==> src/hw/irq_enable_pkg.sv <==
// constants for the interrupt enable bank: bus map, bit positions,
// the word 0 implemented-bit mask and reset values; shared by design and bench
package irq_enable_pkg;
  // geometry
  localparam int WORDS = 4;
  localparam int WORD_W = 16;
  localparam int SRC_N = WORDS * WORD_W;
  localparam int DATA_W = 32;
  localparam int ADDR_W = 6;
  // byte offsets of the three register groups, word 0..3 each
  localparam logic [5:0] EN_BASE = 6'h00;
  localparam logic [5:0] FLAG_BASE = 6'h10;
  localparam logic [5:0] CLR_BASE = 6'h20;
  // address fields
  localparam int GRP_HI = 5;
  localparam int GRP_LO = 4;
  localparam int IDX_HI = 3;
  localparam int IDX_LO = 2;
  // reset value of enable and flag words
  localparam logic [15:0] WORD_RST = 16'h0000;
  // word 0 bit positions
  localparam int OCMP_CH1_BIT = 2;
  localparam int ICAP_CH1_BIT = 1;
  localparam int EXT_IN0_BIT = 0;
  localparam logic [15:0] W0_OTHER = 16'h3fe8;
  // word 1 bit positions
  localparam int SER2_TX_BIT = 15;
  localparam int SER2_RX_BIT = 14;
  localparam int EXT_IN2_BIT = 13;
  localparam int TIMER5_BIT = 12;
  localparam int TIMER4_BIT = 11;
  localparam int OCMP_CH4_BIT = 10;
  localparam int OCMP_CH3_BIT = 9;
  localparam int EXT_IN1_BIT = 4;
  localparam int PIN_CHG_BIT = 3;
  localparam int COMPAR_BIT = 2;
  localparam int TW1_MASTER_BIT = 1;
  localparam int TW1_SLAVE_BIT = 0;
  // word 2 bit positions
  localparam int PAR_PORT_BIT = 13;
  localparam int OCMP_CH5_BIT = 9;
  localparam int ICAP_CH5_BIT = 7;
  localparam int ICAP_CH4_BIT = 6;
  localparam int ICAP_CH3_BIT = 5;
  localparam int SP2_EVENT_BIT = 1;
  localparam int SP2_FAULT_BIT = 0;
  // word 3 bit positions
  localparam int CALENDAR_BIT = 14;
  localparam int TW2_MASTER_BIT = 2;
  localparam int TW2_SLAVE_BIT = 1;
endpackage

==> src/hw/interrupt_enable_mask_bank.sv <==
// interrupt enable bank: four 16-bit enable words, sticky request
// flags with write-one-to-clear, masked per-source requests, one irq.
// assumes an avalon-mm master on MCLK and source requests synchronous
// to MCLK; priority fields live outside and arrive as a nonzero flag.
`timescale 1ns/1ps
`default_nettype none

// Overview of operation
// - enable one passes request, zero masks it
// - unimplemented enable bits ignore writes, read zero
// - reset clears every enable bit to zero
// - word0 bit2 compare1, bit1 capture1
// - external inputs: w0 b0, w1 b4, w1 b13
// - word1 bits 15,14 serial2 transmit, receive
// - word1 bits 12,11 timer five, four
// - word1 bits 10,9 compare4,3; 8-5 absent
// - word1 bit3 pin change, bit2 comparator
// - word1 bits 1,0 twowire1 master, slave
// - word2 bit13 parallel port, bit9 compare5
// - word2 bits 7,6,5 capture 5,4,3
// - word2 bits 1,0 serial periph2 event, fault
// - word3 bit14 calendar, others mostly absent
// - word3 bits 2,1 twowire2 master, slave
// - flag sets on request regardless of enable
// - zero priority field disables the source
module interrupt_enable_mask_bank (
  input wire logic MCLK,
  input wire logic RST,
  input wire logic [irq_enable_pkg::ADDR_W-1:0] ADDRESS,
  input wire logic READ,
  input wire logic WRITE,
  input wire logic [irq_enable_pkg::DATA_W-1:0] WRITEDATA,
  input wire logic [3:0] BYTEENABLE,
  output logic [irq_enable_pkg::DATA_W-1:0] READDATA,
  output logic WAITREQUEST,
  input wire logic [irq_enable_pkg::SRC_N-1:0] SRC_REQ,
  input wire logic [irq_enable_pkg::SRC_N-1:0] SRC_PRIO_LIVE,
  output logic [irq_enable_pkg::SRC_N-1:0] MASKED_REQ,
  output logic IRQ
);
  import irq_enable_pkg::*;

  // word slots and byte lane width inside the bank
  localparam int WORD0 = 0;
  localparam int WORD1 = 1;
  localparam int WORD2 = 2;
  localparam int WORD3 = 3;
  localparam int LANE_W = 8;

  // flat source position of a bit inside a word
  function automatic int src_pos(input int word, input int pos);
    return word * WORD_W + pos;
  endfunction

  // implemented positions of each enable and flag word
  function automatic logic [15:0] impl_mask(input logic [1:0] idx);
    logic [15:0] m;
    m = WORD_RST;
    unique case (idx)
      2'h0: begin
        m[OCMP_CH1_BIT] = 1'b1;
        m[ICAP_CH1_BIT] = 1'b1;
        m[EXT_IN0_BIT] = 1'b1;
        m = m | W0_OTHER;
      end
      2'h1: begin
        m[SER2_TX_BIT] = 1'b1;
        m[SER2_RX_BIT] = 1'b1;
        m[EXT_IN2_BIT] = 1'b1;
        m[EXT_IN1_BIT] = 1'b1;
        m[TIMER5_BIT] = 1'b1;
        m[TIMER4_BIT] = 1'b1;
        m[OCMP_CH4_BIT] = 1'b1;
        m[OCMP_CH3_BIT] = 1'b1;
        m[PIN_CHG_BIT] = 1'b1;
        m[COMPAR_BIT] = 1'b1;
        m[TW1_MASTER_BIT] = 1'b1;
        m[TW1_SLAVE_BIT] = 1'b1;
      end
      2'h2: begin
        m[PAR_PORT_BIT] = 1'b1;
        m[OCMP_CH5_BIT] = 1'b1;
        m[ICAP_CH5_BIT] = 1'b1;
        m[ICAP_CH4_BIT] = 1'b1;
        m[ICAP_CH3_BIT] = 1'b1;
        m[SP2_EVENT_BIT] = 1'b1;
        m[SP2_FAULT_BIT] = 1'b1;
      end
      2'h3: begin
        m[CALENDAR_BIT] = 1'b1;
        m[TW2_MASTER_BIT] = 1'b1;
        m[TW2_SLAVE_BIT] = 1'b1;
      end
    endcase
    return m;
  endfunction

  // merge write data into a word under the two low byte lanes
  function automatic logic [15:0] lane_merge(
    input logic [15:0] old,
    input logic [15:0] wdat,
    input logic [1:0] be
  );
    logic [15:0] r;
    r = old;
    if (be[0]) begin
      r[LANE_W-1:0] = wdat[LANE_W-1:0];
    end
    if (be[1]) begin
      r[WORD_W-1:LANE_W] = wdat[WORD_W-1:LANE_W];
    end
    return r;
  endfunction

  // storage
  logic [15:0] en_reg [WORDS];
  logic [15:0] flag_reg [WORDS];
  logic [SRC_N-1:0] masked_reg;
  logic [DATA_W-1:0] rdata_reg;
  logic ack_reg;

  // decode of the current request
  logic req;
  logic [1:0] grp;
  logic [1:0] idx;
  logic hit_en;
  logic hit_flag;
  logic hit_clr;
  logic wr_take;
  logic [15:0] wr_word;

  assign req = READ | WRITE;
  assign grp = ADDRESS[GRP_HI:GRP_LO];
  assign idx = ADDRESS[IDX_HI:IDX_LO];
  assign hit_en = (grp == EN_BASE[GRP_HI:GRP_LO]);
  assign hit_flag = (grp == FLAG_BASE[GRP_HI:GRP_LO]);
  assign hit_clr = (grp == CLR_BASE[GRP_HI:GRP_LO]);
  assign wr_word = WRITEDATA[WORD_W-1:0];

  // named enable view plus the word 0 W0_OTHER bits; forwarding reads only those, so a stray bit in
  // an absent position can never raise a request toward the core
  // word 0 sources
  logic ocmp_ch1_en;
  logic icap_ch1_en;
  logic ext_irq_in0_en;
  // word 1 sources
  logic serial2_tx_en;
  logic serial2_rx_en;
  logic ext_irq_in2_en;
  logic timer_five_en;
  logic timer_four_en;
  logic ocmp_ch4_en;
  logic ocmp_ch3_en;
  logic ext_irq_in1_en;
  logic pin_change_en;
  logic comparator_en;
  logic twowire1_master_en;
  logic twowire1_slave_en;
  // word 2 sources
  logic par_port_en;
  logic ocmp_ch5_en;
  logic icap_ch5_en;
  logic icap_ch4_en;
  logic icap_ch3_en;
  logic serial_periph2_event_en;
  logic serial_periph2_fault_en;
  // word 3 sources
  logic calendar_en;
  logic twowire2_master_en;
  logic twowire2_slave_en;
  // flat enable vector handed to the forwarding stage
  logic [SRC_N-1:0] en_vec;

  // word 0 taps
  // compare1, capture1
  assign ocmp_ch1_en = en_reg[WORD0][OCMP_CH1_BIT];
  assign icap_ch1_en = en_reg[WORD0][ICAP_CH1_BIT];
  assign ext_irq_in0_en = en_reg[WORD0][EXT_IN0_BIT];

  // word 1 taps
  // second serial port
  assign serial2_tx_en = en_reg[WORD1][SER2_TX_BIT];
  assign serial2_rx_en = en_reg[WORD1][SER2_RX_BIT];
  assign ext_irq_in2_en = en_reg[WORD1][EXT_IN2_BIT];
  assign ext_irq_in1_en = en_reg[WORD1][EXT_IN1_BIT];
  assign timer_five_en = en_reg[WORD1][TIMER5_BIT];
  assign timer_four_en = en_reg[WORD1][TIMER4_BIT];
  assign ocmp_ch4_en = en_reg[WORD1][OCMP_CH4_BIT];
  assign ocmp_ch3_en = en_reg[WORD1][OCMP_CH3_BIT];
  assign pin_change_en = en_reg[WORD1][PIN_CHG_BIT];
  assign comparator_en = en_reg[WORD1][COMPAR_BIT];
  assign twowire1_master_en = en_reg[WORD1][TW1_MASTER_BIT];
  assign twowire1_slave_en = en_reg[WORD1][TW1_SLAVE_BIT];

  // word 2 taps
  // parallel port, compare5
  assign par_port_en = en_reg[WORD2][PAR_PORT_BIT];
  assign ocmp_ch5_en = en_reg[WORD2][OCMP_CH5_BIT];
  assign icap_ch5_en = en_reg[WORD2][ICAP_CH5_BIT];
  assign icap_ch4_en = en_reg[WORD2][ICAP_CH4_BIT];
  assign icap_ch3_en = en_reg[WORD2][ICAP_CH3_BIT];
  assign serial_periph2_event_en = en_reg[WORD2][SP2_EVENT_BIT];
  assign serial_periph2_fault_en = en_reg[WORD2][SP2_FAULT_BIT];

  // word 3 taps
  // calendar
  assign calendar_en = en_reg[WORD3][CALENDAR_BIT];
  assign twowire2_master_en = en_reg[WORD3][TW2_MASTER_BIT];
  assign twowire2_slave_en = en_reg[WORD3][TW2_SLAVE_BIT];

  // flat vector from the named taps; word 0 keeps its other sources whole
  always_comb begin
    en_vec = '0;
    en_vec[WORD0*WORD_W +: WORD_W] = en_reg[WORD0] & W0_OTHER;
    en_vec[src_pos(WORD0, OCMP_CH1_BIT)] = ocmp_ch1_en;
    en_vec[src_pos(WORD0, ICAP_CH1_BIT)] = icap_ch1_en;
    en_vec[src_pos(WORD0, EXT_IN0_BIT)] = ext_irq_in0_en;
    // word 1
    en_vec[src_pos(WORD1, SER2_TX_BIT)] = serial2_tx_en;
    en_vec[src_pos(WORD1, SER2_RX_BIT)] = serial2_rx_en;
    en_vec[src_pos(WORD1, EXT_IN2_BIT)] = ext_irq_in2_en;
    en_vec[src_pos(WORD1, TIMER5_BIT)] = timer_five_en;
    en_vec[src_pos(WORD1, TIMER4_BIT)] = timer_four_en;
    en_vec[src_pos(WORD1, OCMP_CH4_BIT)] = ocmp_ch4_en;
    en_vec[src_pos(WORD1, OCMP_CH3_BIT)] = ocmp_ch3_en;
    en_vec[src_pos(WORD1, EXT_IN1_BIT)] = ext_irq_in1_en;
    en_vec[src_pos(WORD1, PIN_CHG_BIT)] = pin_change_en;
    en_vec[src_pos(WORD1, COMPAR_BIT)] = comparator_en;
    en_vec[src_pos(WORD1, TW1_MASTER_BIT)] = twowire1_master_en;
    en_vec[src_pos(WORD1, TW1_SLAVE_BIT)] = twowire1_slave_en;
    // word 2
    en_vec[src_pos(WORD2, PAR_PORT_BIT)] = par_port_en;
    en_vec[src_pos(WORD2, OCMP_CH5_BIT)] = ocmp_ch5_en;
    en_vec[src_pos(WORD2, ICAP_CH5_BIT)] = icap_ch5_en;
    en_vec[src_pos(WORD2, ICAP_CH4_BIT)] = icap_ch4_en;
    en_vec[src_pos(WORD2, ICAP_CH3_BIT)] = icap_ch3_en;
    en_vec[src_pos(WORD2, SP2_EVENT_BIT)] = serial_periph2_event_en;
    en_vec[src_pos(WORD2, SP2_FAULT_BIT)] = serial_periph2_fault_en;
    // word 3
    en_vec[src_pos(WORD3, CALENDAR_BIT)] = calendar_en;
    en_vec[src_pos(WORD3, TW2_MASTER_BIT)] = twowire2_master_en;
    en_vec[src_pos(WORD3, TW2_SLAVE_BIT)] = twowire2_slave_en;
  end

  // flat flag vector, same layout as the enable view
  logic [SRC_N-1:0] flag_vec;
  always_comb begin
    flag_vec = '0;
    for (int i = 0; i < WORDS; i++) begin
      flag_vec[i*WORD_W +: WORD_W] = flag_reg[i];
    end
  end

  // one wait cycle per access; the write lands on the released edge
  assign WAITREQUEST = req & ~ack_reg;
  // the first cycle only decodes, so a write never lands while waiting
  assign wr_take = WRITE & ack_reg;

  // ack toggles so back-to-back requests each get one wait cycle
  always_ff @(posedge MCLK or posedge RST) begin
    if (RST) begin
      ack_reg <= 1'b0;
    end else begin
      ack_reg <= req & ~ack_reg;
    end
  end

  // enable words, software written
  // lanes two and three carry no bits here and are ignored
  always_ff @(posedge MCLK or posedge RST) begin
    if (RST) begin
      for (int i = 0; i < WORDS; i++) begin
        en_reg[i] <= WORD_RST;
      end
    end else if (wr_take && hit_en) begin
      en_reg[idx] <= lane_merge(en_reg[idx], wr_word, BYTEENABLE[1:0])
        & impl_mask(idx);
    end
  end

  // sticky flags; a request in the clearing cycle survives the clear
  // absent positions are cut at the input, so they never set
  always_ff @(posedge MCLK or posedge RST) begin
    if (RST) begin
      for (int i = 0; i < WORDS; i++) begin
        flag_reg[i] <= WORD_RST;
      end
    end else begin
      for (int i = 0; i < WORDS; i++) begin
        logic [15:0] clr;
        logic [15:0] set;
        clr = WORD_RST;
        if (wr_take && hit_clr && idx == 2'(i)) begin
          clr = lane_merge(WORD_RST, wr_word, BYTEENABLE[1:0]);
        end
        set = SRC_REQ[i*WORD_W +: WORD_W] & impl_mask(2'(i));
        flag_reg[i] <= (flag_reg[i] & ~clr) | set;
      end
    end
  end

  // read data is built while waitrequest is high, stands when it drops
  // clear group and unmapped group fall through and read as zero
  always_ff @(posedge MCLK or posedge RST) begin
    if (RST) begin
      rdata_reg <= '0;
    end else if (READ && !ack_reg) begin
      rdata_reg <= '0;
      if (hit_en) begin
        rdata_reg[WORD_W-1:0] <= en_reg[idx] & impl_mask(idx);
      end else if (hit_flag) begin
        rdata_reg[WORD_W-1:0] <= flag_reg[idx];
      end
    end
  end

  assign READDATA = rdata_reg;

  // masked requests toward the core, refreshed every clock
  // one cycle behind the flags, so the core sees a registered vector
  always_ff @(posedge MCLK or posedge RST) begin
    if (RST) begin
      masked_reg <= '0;
    end else begin
      for (int i = 0; i < WORDS; i++) begin
        masked_reg[i*WORD_W +: WORD_W] <= flag_vec[i*WORD_W +: WORD_W]
          & en_vec[i*WORD_W +: WORD_W]
          & SRC_PRIO_LIVE[i*WORD_W +: WORD_W];
      end
    end
  end

  assign MASKED_REQ = masked_reg;

  // single level interrupt, only flops feed it so it has no glitches
  // stays high until software clears the flag or drops the enable, or the source's priority field goes to zero
  assign IRQ = |masked_reg;

endmodule

`default_nettype wire

==> config.mk <==
export PLATFORM = sky130hd
export DESIGN_NAME = interrupt_enable_mask_bank
export DESIGN_NICKNAME = d
export VERILOG_FILES = /design/src/hw/irq_enable_pkg.sv /design/src/hw/interrupt_enable_mask_bank.sv
export SDC_FILE = /design/constraint.sdc
export NUM_CORES = 1
export LEC_CHECK = 0
export ABC_AREA = 0
export BUFFER_PORTS_ARGS = -buffer_cell sky130_fd_sc_hd__buf_2
export CAP_MARGIN = 15
export CELL_PAD_IN_SITES_DETAIL_PLACEMENT = 1
export CELL_PAD_IN_SITES_GLOBAL_PLACEMENT = 2
export CORE_UTILIZATION = 32
export CTS_BUF_LIST = sky130_fd_sc_hd__clkbuf_4
export CTS_CLUSTER_SIZE = 16
export DETAILED_ROUTE_END_ITERATION = 10
export MAX_ROUTING_LAYER = met4
export PLACE_DENSITY = 0.87
export SLEW_MARGIN = 20
export SYNTH_ARGS = -nofsm -noshare
export SYNTH_HDL_FRONTEND = slang
export SYNTH_SLANG_ARGS = --single-unit
==> constraint.sdc <==
create_clock -name MCLK -period 8.4 [get_ports MCLK]
set_clock_uncertainty 0.1 [all_clocks]
set_input_delay 2.52 -clock MCLK [delete_from_list [all_inputs] [get_ports MCLK]]
set_output_delay 2.52 -clock MCLK [all_outputs]
set_load 0.01 [all_outputs]
**Yosys cells after proc, flatten, opt, wreduce, memory -nomap -nowiden**

Cells that the tools add are included.
Widths: inputs -> output; s select.

- Register bits after elaboration: 209
- Input bits: 174
- Output and inout port bits: 98

- Magnitude comparators: 2
- Equality and inequality tests: 5
- Mux-type cells: 57
- Bitwise gates (word level): 27
- Reduce and logical (&&, ||, !) cells: 18

Operator list:

| cell | number |
|---|---|
| $and 16x16->16 | 11 |
| $mux 16 | 11 |
| $bmux 16 s2 | 2 |
| $bwmux 64 | 1 |
| $not 16->16 | 4 |
| $reduce_or 64->1 | 1 |
| $mux 8 | 6 |
| $and 16x14->16 | 2 |
| $demux 16 s2 | 1 |
| $or 16x14->16 | 2 |
| $mux 1 | 24 |
| $mux 3 | 8 |
| $and 16x15->16 | 1 |
| $or 16x15->16 | 1 |
| $or 16x16->16 | 1 |
| $logic_and 1x1->1 | 8 |
| $eq 2x2->1 const B | 3 |
| $mux 2 | 3 |
| $reduce_or 2->1 | 3 |
| $reduce_or 3->1 | 2 |
| $eq 2x1->1 const B | 2 |
| $logic_not 2->1 | 2 |
| $pmux 2 s2 | 1 |
| $reduce_or 4->1 | 1 |
| 7 further kinds | 8 |

**Longest topological paths before layout**

Gate-level depths: netlist (run 1).

- Word-level depth: 8
- Depth in mapped cells: 8

**Worst setup path before layout (run 1)**

OpenSTA, ideal clock, no wires.

- Kind: input to output
- Start point: in WRITE
- End point: out WAITREQUEST
- Data arrival time: 2.729 ns
- Slack: 3.051 ns
- Stages on the path: 2
- Buffers on the path: 0
- Cells stage by stage: nor2_1 > nor2_1

- Cells in the longest elaborated chain, start to end: 2

RTL lines:

| what | line | RTL |
|---|---|---|
| from (decl) | interrupt_enable_mask_bank.sv:31 | `input wire logic WRITE,` |
| $or 1x1->1 | interrupt_enable_mask_bank.sv:132 | `assign req = READ \| WRITE;` |
| $and 1x1->1 | interrupt_enable_mask_bank.sv:255 | `assign WAITREQUEST = req & ~ack_reg;` |
| to (decl) | interrupt_enable_mask_bank.sv:35 | `output logic WAITREQUEST,` |

No other way between the ends.

**Final worst setup path (run 1)**

Ends and elaborated chain as after synthesis.

==> results of run 1 <==
-- cell families after synthesis --
family | synth area share (%)
AND/OR/NAND/NOR | 14.5
buffers and inverters | 8.04
other | 0.0494
multiplexers | 12.3
AO/OA/AOI/OAI | 10.7
flip-flops | 54.3
-- worst max-delay path: cells and delay by family --
family        cells  cell delay, ns
buf+inv           2            0.31
simple gates      2            0.31
-- path summary, 6_finish.rpt --
kind,start,end,slack (ns),depth (start not counted)
hold reg to reg,READDATA[0]$_DFFE_PP0P_,READDATA[0]$_DFFE_PP0P_,0.39,2
setup / recovery,WRITE,WAITREQUEST,2.64,4
max in group asynchronous,RST,en_reg[60]$_DFFE_PP0P_,4.75,3
min in group asynchronous,RST,flag_reg[18]$_DFF_PP0_,2.01,2
setup reg to reg,ack_reg$_DFF_PP0_,flag_reg[14]$_DFF_PP0_,6.12,4
hold / removal,READDATA[0]$_DFFE_PP0P_,READDATA[0]$_DFFE_PP0P_,0.39,2
-- power by group --
part	total, mW	internal, mW	switching, mW
registers	0.896	0.848	0.0484
clock network	0.515	0.212	0.303
logic	0.250	0.105	0.145
total	1.66	1.17	0.496
-- Yosys cell counts (2+ instances only) --
library cell  number  area, um2
nand4_1            3       18.8
nand2b_1          44        275
nand3_1            3       15.0
nor4_1            10       62.6
mux4_1             3       78.8
mux2_2            24        270
o21ai_0           41        205
buf_4             51        383
mux4_2            18        405
a21oi_1            3       15.0
clkbuf_1           7       26.3
buf_2              9       45.0
o22a_1             4       35.0
buf_6              8       90.1
dfrtp_1          165       4130
inv_1              7       26.3
nor3_1             2       10.0
and2_1            11       68.8
nand2_1           50        188
o21a_1            35        263
nor2_1            18       67.6
a22oi_1            6       45.0
a31oi_1            6       37.5
nor2b_1           11       68.8
a2111oi_4          2       55.1
mux2i_1           17        170
buf_12             2       40.0
a32oi_1            3       26.3
and3_1            36        225
o21ai_1            3       15.0
and2b_1            2       15.0
o41ai_1            4       35.0
-- layout make-up --
type	count	area, um2	area share (%)
Sequential cell	165	4130	47.6
Inverter	7	31.3	0.361
Multi-Input combinational cell	422	3020	34.9
Clock inverter	14	176	2.04
Tap cell	319	399	4.61
Timing Repair Buffer	152	771	8.89
Clock buffer	18	135	1.56
-- through the flow --
stage / utilization [%] / area [um2] / cells / hold WS [ns] / power [mW]
finish: 37.0 / 8670 / 1097 / 0.391 / 1.66
global route: 37.0 / 8670 / 1097 / 0.413 / 1.74
CTS: 37.0 / 8670 / 1097 / 0.400 / 1.68
detailed placement: 35.7 / 8350 / 1065 / 0.370 / 1.17
global placement: 35.7 / 8350 / 1065 / 0.353 / 1.16
floorplan: - / 7760 / 671 / 0.348 / 1.07
-- per-layer routing --
metal / vias to the layer above / wire (um)
met2: 179 / 10900
met3: 17 / 1350
met4: 0 / 215
met5: - / 0
met1: 2777 / 10500
li1: 2414 / -
==> metrics.md, run 1 <==
| Metric | Value |
|---|---|
| Post-placement worst setup slack | `between 2 and 3 ns` |
| Depth of the CTS H-tree | `4` |
| Synthesized netlist cell count | `627` |
| Pwr/cell area | `192 nW/um2` |
| P&R area growth vs syn | `14.0%` |
| Measured slew at the worst slew-check pin | `around 1.1 ns` |
| GPL Wtd Cong | `between 0.7 and 0.8` |
| Number of buffers inserted to repair setup after CTS | `0` |
| Highest-count cells in the layout ignoring fill and taps | `165 x dfrtp_1, 148 x buf_2, 50 x nand2_1` |
| Largest voltage drop on the vdd net | `0.0696 mV` |
| Area of the core | `about 23,000 um2` |
| Number of setup violations in the final report | `0` |
| Count of vias placed by the detailed router | `5,387` |
| Clk buf depth | `2` |
| Library cell contributing the largest single delay on the critical path | `nor2_1` |
| TritonCTS clock tree | `done` |
| Met2 track demand over resource in global routing | `31.4%` |
| Antenna violations before repair | `0` |
| Resized cells post-CTS | `0` |
| GRT Resource Usage Total | `20.3%` |
| Final antenna-violating net count | `0` |
| Global-route wire length before repair | `34.5 mm` |
| Max-cap check violation count | `0` |
| Clock insertion delay at the later pin of the skew report | `approximately 0.58 ns` |
| Pin count of the biggest net entering global routing | `97` |
| I/O Pins | `about 270` |
| Critical-path cell list | `buf_2 > nor2_1 > nor2_1 > buf_2` |
| Filler instances | `2,660` |
| Die W | `156 um` |
| Clock transition at the register clock pins on the worst setup and hold paths after CTS | `0.14 ns` |
| Routed length per instance | `20.9 um` |
| Met3 Track Usage GR | `between 4 and 5%` |
| Standard-cell row count | `56` |
| Post-route setup slack | `about 2.6 ns` |
| Total of flip-flops plus latches after synthesis | `165` |
| Starting Density | `32.5%` |
| Count of buffers from port buffering | `148` |
| DIE AREA | `about 24,000 um2` |
| Vertical extent of the die | `156 um` |
| Top achievable clock speed | `174 MHz` |
| Root buffer cell | `clkbuf_4` |
| Max-Slew Margin vs Limit | `26.9%` |
| Number of flip-flops under the largest register name | `64` |
| Ratio of cells with drive above 1 in the final layout | `30.1%` |
| Type of the worst min-delay path | `register to register` |
| Worst Path Max Fanout | `4` |
| Number of different library cells in the post-synthesis netlist | `51` |
| Syn Std Cell Area | `7600 um2` |
| Starting DRT DRC Count | `approximately 330` |
| Min Clock Period, post-route | `around 5.8 ns` |
| Number of enable flip-flop cells after synthesis | `0` |
| Total Nets Final | `939` |
| Final-layout setup total negative slack | `0 ns` |
| Diodes inserted | `0` |
| Post-route fraction of the period consumed by the critical path | `68.6%` |
| Number of vias per cell after detailed routing | `4.91` |
| Via count of the first global-routing pass | `5,630` |
| Run status | `finished, final reports clean` |
| Total CTS buffers | `17` |
| Type of element launching the critical path | `input pin` |
| Fraction of registers with async set or reset after synthesis | `100%` |
| Critical path endpoint category | `output port` |
| Required time at the endpoint of the critical path | `5.78 ns` |
| Most common library cell in the layout ignoring fill and taps | `dfrtp_1` |
| Post-DP HPWL | `approximately 16 mm` |
| Start-to-end type of the worst setup path | `input pin to output port` |
| Crit path largest cell delay | `between 0.2 and 0.3 ns` |
| Post-CTS Hold Buffers | `0` |
| Sequential fraction of the synthesis area | `between 50% and 60%` |
| Total length of routed wires | `23.0 mm` |
| Post-route DRC violation count | `0` |
| Total of warnings raised by yosys | `0` |
| Endpoint arrival time on the critical path | `3.14 ns` |
| Final-report max-slew violation count | `0` |
| DRT Pass-1 Iters | `5` |
| Global route hottest layer | `met2` |
| Total congestion overflow | `0` |
| Leakage power total | `4.18 nW` |
| Met1 global-route usage | `27.1%` |
| Hold Vio Cnt, Final | `0` |
| Top_reg_cell synth | `dfrtp_1` |
| RSZ-0062 raised after global routing | `false` |
| Mean instance size in the synthesized netlist | `about 12 um2` |
| CTS sink cnt | `165` |
Note: power is estimated with default switching activity, not from simulation.
==> run 2, diff against run 1 <==
--- a/config.mk
+++ b/config.mk
@@ -10,12 +10,12 @@
 export CAP_MARGIN = 15
 export CELL_PAD_IN_SITES_DETAIL_PLACEMENT = 1
 export CELL_PAD_IN_SITES_GLOBAL_PLACEMENT = 2
-export CORE_UTILIZATION = 32
+export CORE_UTILIZATION = 29
 export CTS_BUF_LIST = sky130_fd_sc_hd__clkbuf_4
 export CTS_CLUSTER_SIZE = 16
 export DETAILED_ROUTE_END_ITERATION = 10
 export MAX_ROUTING_LAYER = met4
-export PLACE_DENSITY = 0.87
+export PLACE_DENSITY = 0.83
 export SLEW_MARGIN = 20
 export SYNTH_ARGS = -nofsm -noshare
 export SYNTH_HDL_FRONTEND = slang
==> constraint.sdc (replaced) <==
create_clock -name MCLK -period 4.8 [get_ports MCLK]
set_clock_uncertainty 0.1 [all_clocks]
set_input_delay 1.44 -clock MCLK [delete_from_list [all_inputs] [get_ports MCLK]]
set_output_delay 1.44 -clock MCLK [all_outputs]
set_load 0.01 [all_outputs]
==> metrics.md, run 2 (same netlist as run 1, synthesis figures left out) <==
| Metric | Value |
|---|---|
| Final-report max-slew violation count | `0 (unchanged)` |
| Total congestion overflow | `0 (unchanged)` |
| Area after DPL | `8480 um2 (+1.5%)` |
| Crit path largest cell delay | `0.64 ns (+0.38 ns)` |
| Run status | `finished, final reports clean` |
| Count of vias placed by the detailed router | `5,441 (+1.0%)` |
| Final hold slack | `0.389 ns (-0.00137 ns)` |
| Post-route fraction of the period consumed by the critical path | `82.6%` |
| Worst path most repeated cell | `nand4_1` |
| Number of vias per cell after detailed routing | `4.85 (-1.2%)` |
| Ratio of cells with drive above 1 in the final layout | `31.0% (+0.94 points)` |
| Critical-path cell list | `nor4_1 > nand4_1 > nor2_1 > nand4_1 > buf_2` |
| Global-route wire length before repair | `35.8 mm (+4.0%)` |
| Clock insertion delay at the later pin of the skew report | `0.58 ns (about the same)` |
| Required time at the endpoint of the critical path | `3.26 ns (-2.52 ns)` |
| GPL Wtd Cong | `0.782 (-2.1%)` |
| Largest voltage drop on the vdd net | `0.141 mV (+100%)` |
| Post-layout utilization of the core | `34.4% (-2.6 points)` |
| Buffering stage count on the worst path with inverters included | `1 (-1)` |
| Int Power | `2.03 mW (+75%)` |
| Library cell contributing the largest single delay on the critical path | `nor4_1` |
| I/O Pins | `272 (unchanged)` |
| Max-cap check violation count | `0 (unchanged)` |
| Number of setup violations in the final report | `0 (unchanged)` |
| Via count of the first global-routing pass | `5,702 (+1.3%)` |
| Net load switching power | `0.866 mW (+74%)` |
| Total Nets Final | `952 (+1.4%)` |
| Total CTS buffers | `17 (unchanged)` |
| Post-DP HPWL | `17.7 mm (+9.5%)` |
| Leakage power total | `4.23 nW (+1.4%)` |
| Min Clock Period, post-route | `approximately 4.0 ns` |
| Depth of the CTS H-tree | `4 (unchanged)` |
| Net switching share of the total power | `29.8% (about the same)` |
| P&R area growth vs syn | `15.5%` |
| Hold Vio Cnt, Final | `0 (unchanged)` |
| CTS sink cnt | `165 (unchanged)` |
| Type of element launching the critical path | `register` |
| Endpoint arrival time on the critical path | `2.43 ns (-0.71 ns)` |
| Final cell count without fillers | `1,122 (+2.3%)` |
| Worst Path Max Fanout | `2 (-2)` |
| Pwr/cell area | `331 nW/um2 (+72%)` |
| Share of power burned in the clock network | `30.5% (-0.5 points)` |
| Post-placement worst setup slack | `1.18 ns (-1.44 ns)` |
| Post-route setup slack | `0.834 ns (-1.81 ns)` |
| GRT Resource Usage Total | `19.3% (-0.98 points)` |
| Gate family responsible for the most delay along the worst path | `simple AND/OR/NAND/NOR gates` |
| Most common library cell in the layout ignoring fill and taps | `dfrtp_1` |
| Top achievable clock speed | `252 MHz` |
| Critical path endpoint category | `output port` |
| Highest-count cells in the layout ignoring fill and taps | `165 x dfrtp_1, 148 x buf_2, 50 x nand2_1` |
| Measured slew at the worst slew-check pin | `0.846 ns (-0.248 ns)` |
| Clk buf depth | `2 (unchanged)` |
| Pin count of the biggest net entering global routing | `90 (-7.2%)` |
| Final antenna-violating net count | `0 (unchanged)` |
| Number of flip-flops under the largest register name | `64 (unchanged)` |
| Pwr Total | `2.90 mW (+75%)` |
| Standard-cell row count | `58 (+3.6%)` |
| Post-placement cell count | `1,089 (+2.3%)` |
| Type of the worst min-delay path | `register to register` |
| Count of buffers from port buffering | `148 (unchanged)` |
| Root buffer cell | `clkbuf_4` |
| Area of the core | `25,500 um2 (+8.8%)` |
| Vertical extent of the die | `164 um (+5.0%)` |
| Number of buffers inserted to repair setup after CTS | `0 (unchanged)` |
| Post-route cell area | `8770 um2 (+1.2%)` |
| Starting Density | `29.8% (-2.6 points)` |
| Resized cells post-CTS | `0 (unchanged)` |
| Routed length per instance | `21.6 um (+3.3%)` |
| Logic pwr share | `15.4% (+0.3 points)` |
| Max-Slew Margin vs Limit | `43.1% (+16 points)` |
| Post-route DRC violation count | `0 (unchanged)` |
| TritonCTS clock tree | `done` |
| Die W | `164 um (+5.0%)` |
| Clock transition at the register clock pins on the worst setup and hold paths after CTS | `0.15 ns (about the same)` |
| Part of the total power dissipated in sequential elements | `54.2% (+0.3 points)` |
| Antenna violations before repair | `4 (+4)` |
| Starting DRT DRC Count | `278 (-16%)` |
| Total length of routed wires | `24.2 mm (+5.6%)` |
| Post-CTS Hold Buffers | `0 (unchanged)` |
| Start-to-end type of the worst setup path | `register to output port` |
| Final-layout setup total negative slack | `0 ns (unchanged)` |
| RSZ-0062 raised after global routing | `false` |
| DIE AREA | `26,900 um2 (+10%)` |
| DRT Pass-1 Iters | `4 (-1)` |
==> run 2: changes by cell type in the layout (fill, tap and decap cells not counted) <==
cell	delta
buf_12	+1
buf_4	+12
clkinv_1	+1
clkinv_2	+2
clkinv_4	-2
diode_2	+2
inv_6	-2
==> run 2: layout make-up <==
| cell class | count | area, um2 |
|---|---|---|
| flip-flops and latches | 165 | 4130 |
| fillers | 2832 | 16700 |
| clock inverters | 13 | 156 |
| multi-input cells | 422 | 3020 |
| well taps | 330 | 413 |
| inverters | 7 | 30.0 |
| clock buffers | 18 | 135 |
| repair buffers | 165 | 881 |
| diodes | 2 | 5.00 |
==> run 2: worst reg2reg max path: cells and delay by family (launching register included) <==
kind	cells	cell delay, ns
DFF	1	0.53
muxes	1	0.40
and+or+nand+nor	2	0.94
==> run 2: layer usage <==
layer	global-route usage (%)	wire [um]
met5	-	0
met4	5.35	350
met3	4.24	1490
met2	28.7	11300
met1	26.4	11100
==> run 2: worst paths after layout <==
kind | startpoint | end | slack (ns) | depth (start not counted)
min | READDATA[7]$_DFFE_PP0P_ | READDATA[7]$_DFFE_PP0P_ | 0.39 | 2
min in group asynchronous | RST | READDATA[3]$_DFFE_PP0P_ | 0.69 | 2
max in group asynchronous | RST | flag_reg[62]$_DFF_PP0_ | 3.08 | 3
max | MASKED_REQ[38]$_DFF_PP0_ | IRQ | 0.83 | 5
max reg2reg | ack_reg$_DFF_PP0_ | en_reg[1]$_DFFE_PP0P_ | 2.73 | 3
min reg2reg | READDATA[7]$_DFFE_PP0P_ | READDATA[7]$_DFFE_PP0P_ | 0.39 | 2
==> run 2: power groups by stage <==
stage / registers (mW) / logic, mW / clock network (mW)
floorplan: 1.58 / 0.285 / 0
global placement: 1.60 / 0.443 / 0
detailed placement: 1.60 / 0.451 / 0
CTS: 1.57 / 0.452 / 0.917
global route: 1.58 / 0.490 / 0.958
finish: 1.57 / 0.445 / 0.883
==> run 3, diff against run 2 <==
--- a/config.mk
+++ b/config.mk
@@ -10,12 +10,12 @@
 export CAP_MARGIN = 15
 export CELL_PAD_IN_SITES_DETAIL_PLACEMENT = 1
 export CELL_PAD_IN_SITES_GLOBAL_PLACEMENT = 2
-export CORE_UTILIZATION = 29
+export CORE_UTILIZATION = 32
 export CTS_BUF_LIST = sky130_fd_sc_hd__clkbuf_4
 export CTS_CLUSTER_SIZE = 16
 export DETAILED_ROUTE_END_ITERATION = 10
 export MAX_ROUTING_LAYER = met4
-export PLACE_DENSITY = 0.83
+export PLACE_DENSITY = 0.87
 export SLEW_MARGIN = 20
 export SYNTH_ARGS = -nofsm -noshare
 export SYNTH_HDL_FRONTEND = slang
==> constraint.sdc (replaced) <==
create_clock -name MCLK -period 4.1 [get_ports MCLK]
set_clock_uncertainty 0.1 [all_clocks]
set_input_delay 1.23 -clock MCLK [delete_from_list [all_inputs] [get_ports MCLK]]
set_output_delay 1.23 -clock MCLK [all_outputs]
set_load 0.01 [all_outputs]
==> metrics.md, run 3 (same netlist as run 1, synthesis figures left out) <==
| Metric | Value |
|---|---|
| Run status | `finished, final reports clean` |
| GRT Resource Usage Total | `20.6% (+1.3 points)` |
| Net switching share of the total power | `29.5% (-0.38 points)` |
| Destination of the worst hold path | `READDATA[13]$_DFFE_PP0P_` |
| Global-route wire length before repair | `35.5 mm (-1.0%)` |
| Number of buffers inserted to repair setup after CTS | `0 (unchanged)` |
| Part of the total power dissipated in sequential elements | `54.3% (about the same)` |
| Clock transition at the register clock pins on the worst setup and hold paths after CTS | `0.15 ns (about the same)` |
| Final-report max-slew violation count | `0 (unchanged)` |
| Int Power | `2.39 mW (+17%)` |
| Logic pwr share | `15.7% (+0.3 points)` |
| Post-CTS Hold Buffers | `0 (unchanged)` |
| Number of vias per cell after detailed routing | `4.93 (+1.6%)` |
| Final cell count without fillers | `1,112 (-0.89%)` |
| Post-route fraction of the period consumed by the critical path | `between 90% and 100%` |
| Post-DP HPWL | `17.1 mm (-2.9%)` |
| I/O Pins | `272 (unchanged)` |
| Number of flip-flops under the largest register name | `64 (unchanged)` |
| Largest voltage drop on the vdd net | `0.177 mV (+25%)` |
| Post-placement worst setup slack | `0.883 ns (-0.301 ns)` |
| Final antenna-violating net count | `0 (unchanged)` |
| Max-Slew Margin vs Limit | `31.1% (-12 points)` |
| Share of power burned in the clock network | `30.0% (-0.5 points)` |
| RSZ-0062 raised after global routing | `false` |
| Starting DRT DRC Count | `315 (+13%)` |
| Met3 wire len | `1.53 mm (+2.3%)` |
| Highest-count cells in the layout ignoring fill and taps | `165 x dfrtp_1, 148 x buf_2, 50 x nand2_1` |
| Total Nets Final | `954 (+0.21%)` |
| Vertical extent of the die | `156 um (-4.7%)` |
| Path depth of the worst reg2reg path | `4 (+1)` |
| Via count of the first global-routing pass | `5,721 (+0.33%)` |
| Post-route setup slack | `0.306 ns (-0.528 ns)` |
| Measured slew at the worst slew-check pin | `1.03 ns (+0.187 ns)` |
| HP Start | `READDATA[13]$_DFFE_PP0P_` |
| DIE AREA | `24,400 um2 (-9.3%)` |
| TritonCTS clock tree | `done` |
| P&R area growth vs syn | `15.8%` |
| FF-to-FF End | `READDATA[6]$_DFFE_PP0P_` |
| Die W | `156 um (-4.7%)` |
| Most common library cell in the layout ignoring fill and taps | `dfrtp_1` |
| DRT Pass-1 Iters | `5 (+1)` |
| Cells on Worst Hold Path | `2 (unchanged)` |
| Ratio of cells with drive above 1 in the final layout | `31.0% (about the same)` |
| Number of setup violations in the final report | `0 (unchanged)` |
| Min Clock Period, post-route | `3.79 ns` |
| Highest Signal Layer | `met4` |
| Pin count of the biggest net entering global routing | `75 (-17%)` |
| Antenna violations before repair | `0 (-4)` |
| Total length of routed wires | `23.5 mm (-2.9%)` |
| Type of the worst min-delay path | `register to register` |
| Root buffer cell | `clkbuf_4` |
| Filler instances | `2,663 (-6.0%)` |
| Top achievable clock speed | `264 MHz` |
| FF-to-FF Start | `ack_reg$_DFF_PP0_` |
| Leakage power total | `4.26 nW (+0.54%)` |
| Endpoint arrival time on the critical path | `2.46 ns (+0.03 ns)` |
| Resized cells post-CTS | `0 (unchanged)` |
| Total congestion overflow | `0 (unchanged)` |
| Count of vias placed by the detailed router | `5,477 (+0.66%)` |
| Met1 layer wirelength in the final routing | `10.4 mm (-5.6%)` |
| Starting Density | `32.5% (+2.6 points)` |
| Area of the core | `23,400 um2 (-8.1%)` |
| CTS sink cnt | `165 (unchanged)` |
| Post-route DRC violation count | `0 (unchanged)` |
| Pwr/cell area | `384 nW/um2 (+16%)` |
| Clock insertion delay at the later pin of the skew report | `0.57 ns (about the same)` |
| Total CTS buffers | `17 (unchanged)` |
| Diodes inserted | `0 (-2)` |
| GPL Wtd Cong | `0.777 (-0.69%)` |
| Post-placement cell count | `1,080 (-0.83%)` |
| Final-layout setup total negative slack | `0 ns (unchanged)` |
| Routed length per instance | `21.2 um (-2.0%)` |
| Critical path endpoint category | `output port` |
| Hold Vio Cnt, Final | `0 (unchanged)` |
| Worst Path Max Fanout | `2 (unchanged)` |
| Wire length on met2 | `11.4 mm (+0.86%)` |
| Max-cap check violation count | `0 (unchanged)` |
| Required time at the endpoint of the critical path | `2.77 ns (-0.49 ns)` |
| Count of buffers from port buffering | `148 (unchanged)` |
| Depth of the CTS H-tree | `4 (unchanged)` |
| Start-to-end type of the worst setup path | `register to output port` |
| Type of element launching the critical path | `register` |
| Setup slack of the most critical reg-to-reg path | `2.00 ns (-0.73 ns)` |
| Clk buf depth | `2 (unchanged)` |
| Standard-cell row count | `56 (-3.4%)` |
| Net load switching power | `0.997 mW (+15%)` |
==> run 3: cell count changes in the layout (fill, tap and decap cells not counted), sizes merged <==
cell      change
diode         -2
buf           +2
inv           -1
clkinv        +3
clkinvlp      -1
==> run 3: routing by layer <==
metal | vias to the layer above | GRT usage (%)
li1 | 2452 | -
met5 | - | -
met2 | 182 | 32.9
met1 | 2830 | 27.3
met4 | 0 | 3.41
met3 | 13 | 4.36
==> run 3: how the worst max path moves through the flow <==
stage                                   startpoint                       to  slack, ns
after detailed placement  MASKED_REQ[38]$_DFF_PP0_                      IRQ       0.88
after global placement    MASKED_REQ[38]$_DFF_PP0_                      IRQ       0.90
after floorplan                                RST  MASKED_REQ[0]$_DFF_PP0_       0.67
after CTS                 MASKED_REQ[38]$_DFF_PP0_                      IRQ       0.22
final                     MASKED_REQ[38]$_DFF_PP0_                      IRQ       0.31
after global routing      MASKED_REQ[38]$_DFF_PP0_                      IRQ       0.18
==> run 3: final cells by class <==
type                    instances  area [um2]  area share [%]
clock inverters                14         160            1.82
inverters                       7        30.0           0.341
clock buffers                  18         135            1.54
repair buffers                167         921            10.5
multi-input cells             422        3020            34.4
flip-flops and latches        165        4130            46.9
well taps                     319         399            4.54
==> run 3: metrics by stage <==
stage	cell area, um2	util [%]	total power [mW]	hold WS [ns]
3_5_place_dp	8500	36.3	2.40	0.359
6_report	8800	37.6	3.38	0.395
2_1_floorplan	7770	-	2.19	0.348
4_1_cts	8800	37.6	3.41	0.397
5_1_grt	8800	37.6	3.54	0.415
3_3_place_gp	8500	36.3	2.39	0.350
==> run 3: critical path: stages (launching register included) <==
cell     delay [ns]
dfrtp_1        0.40
nor4_1         0.68
nand4_1        0.34
nor2_1         0.18
nand4_1        0.09
buf_2          0.20
==> run 3: power groups by stage <==
stage / combinational, mW / clock, mW / sequential, mW
global placement: 0.522 / 0 / 1.86
detailed placement: 0.534 / 0 / 1.87
global route: 0.581 / 1.11 / 1.85
finish: 0.532 / 1.01 / 1.84
CTS: 0.538 / 1.04 / 1.84
floorplan: 0.334 / 0 / 1.85
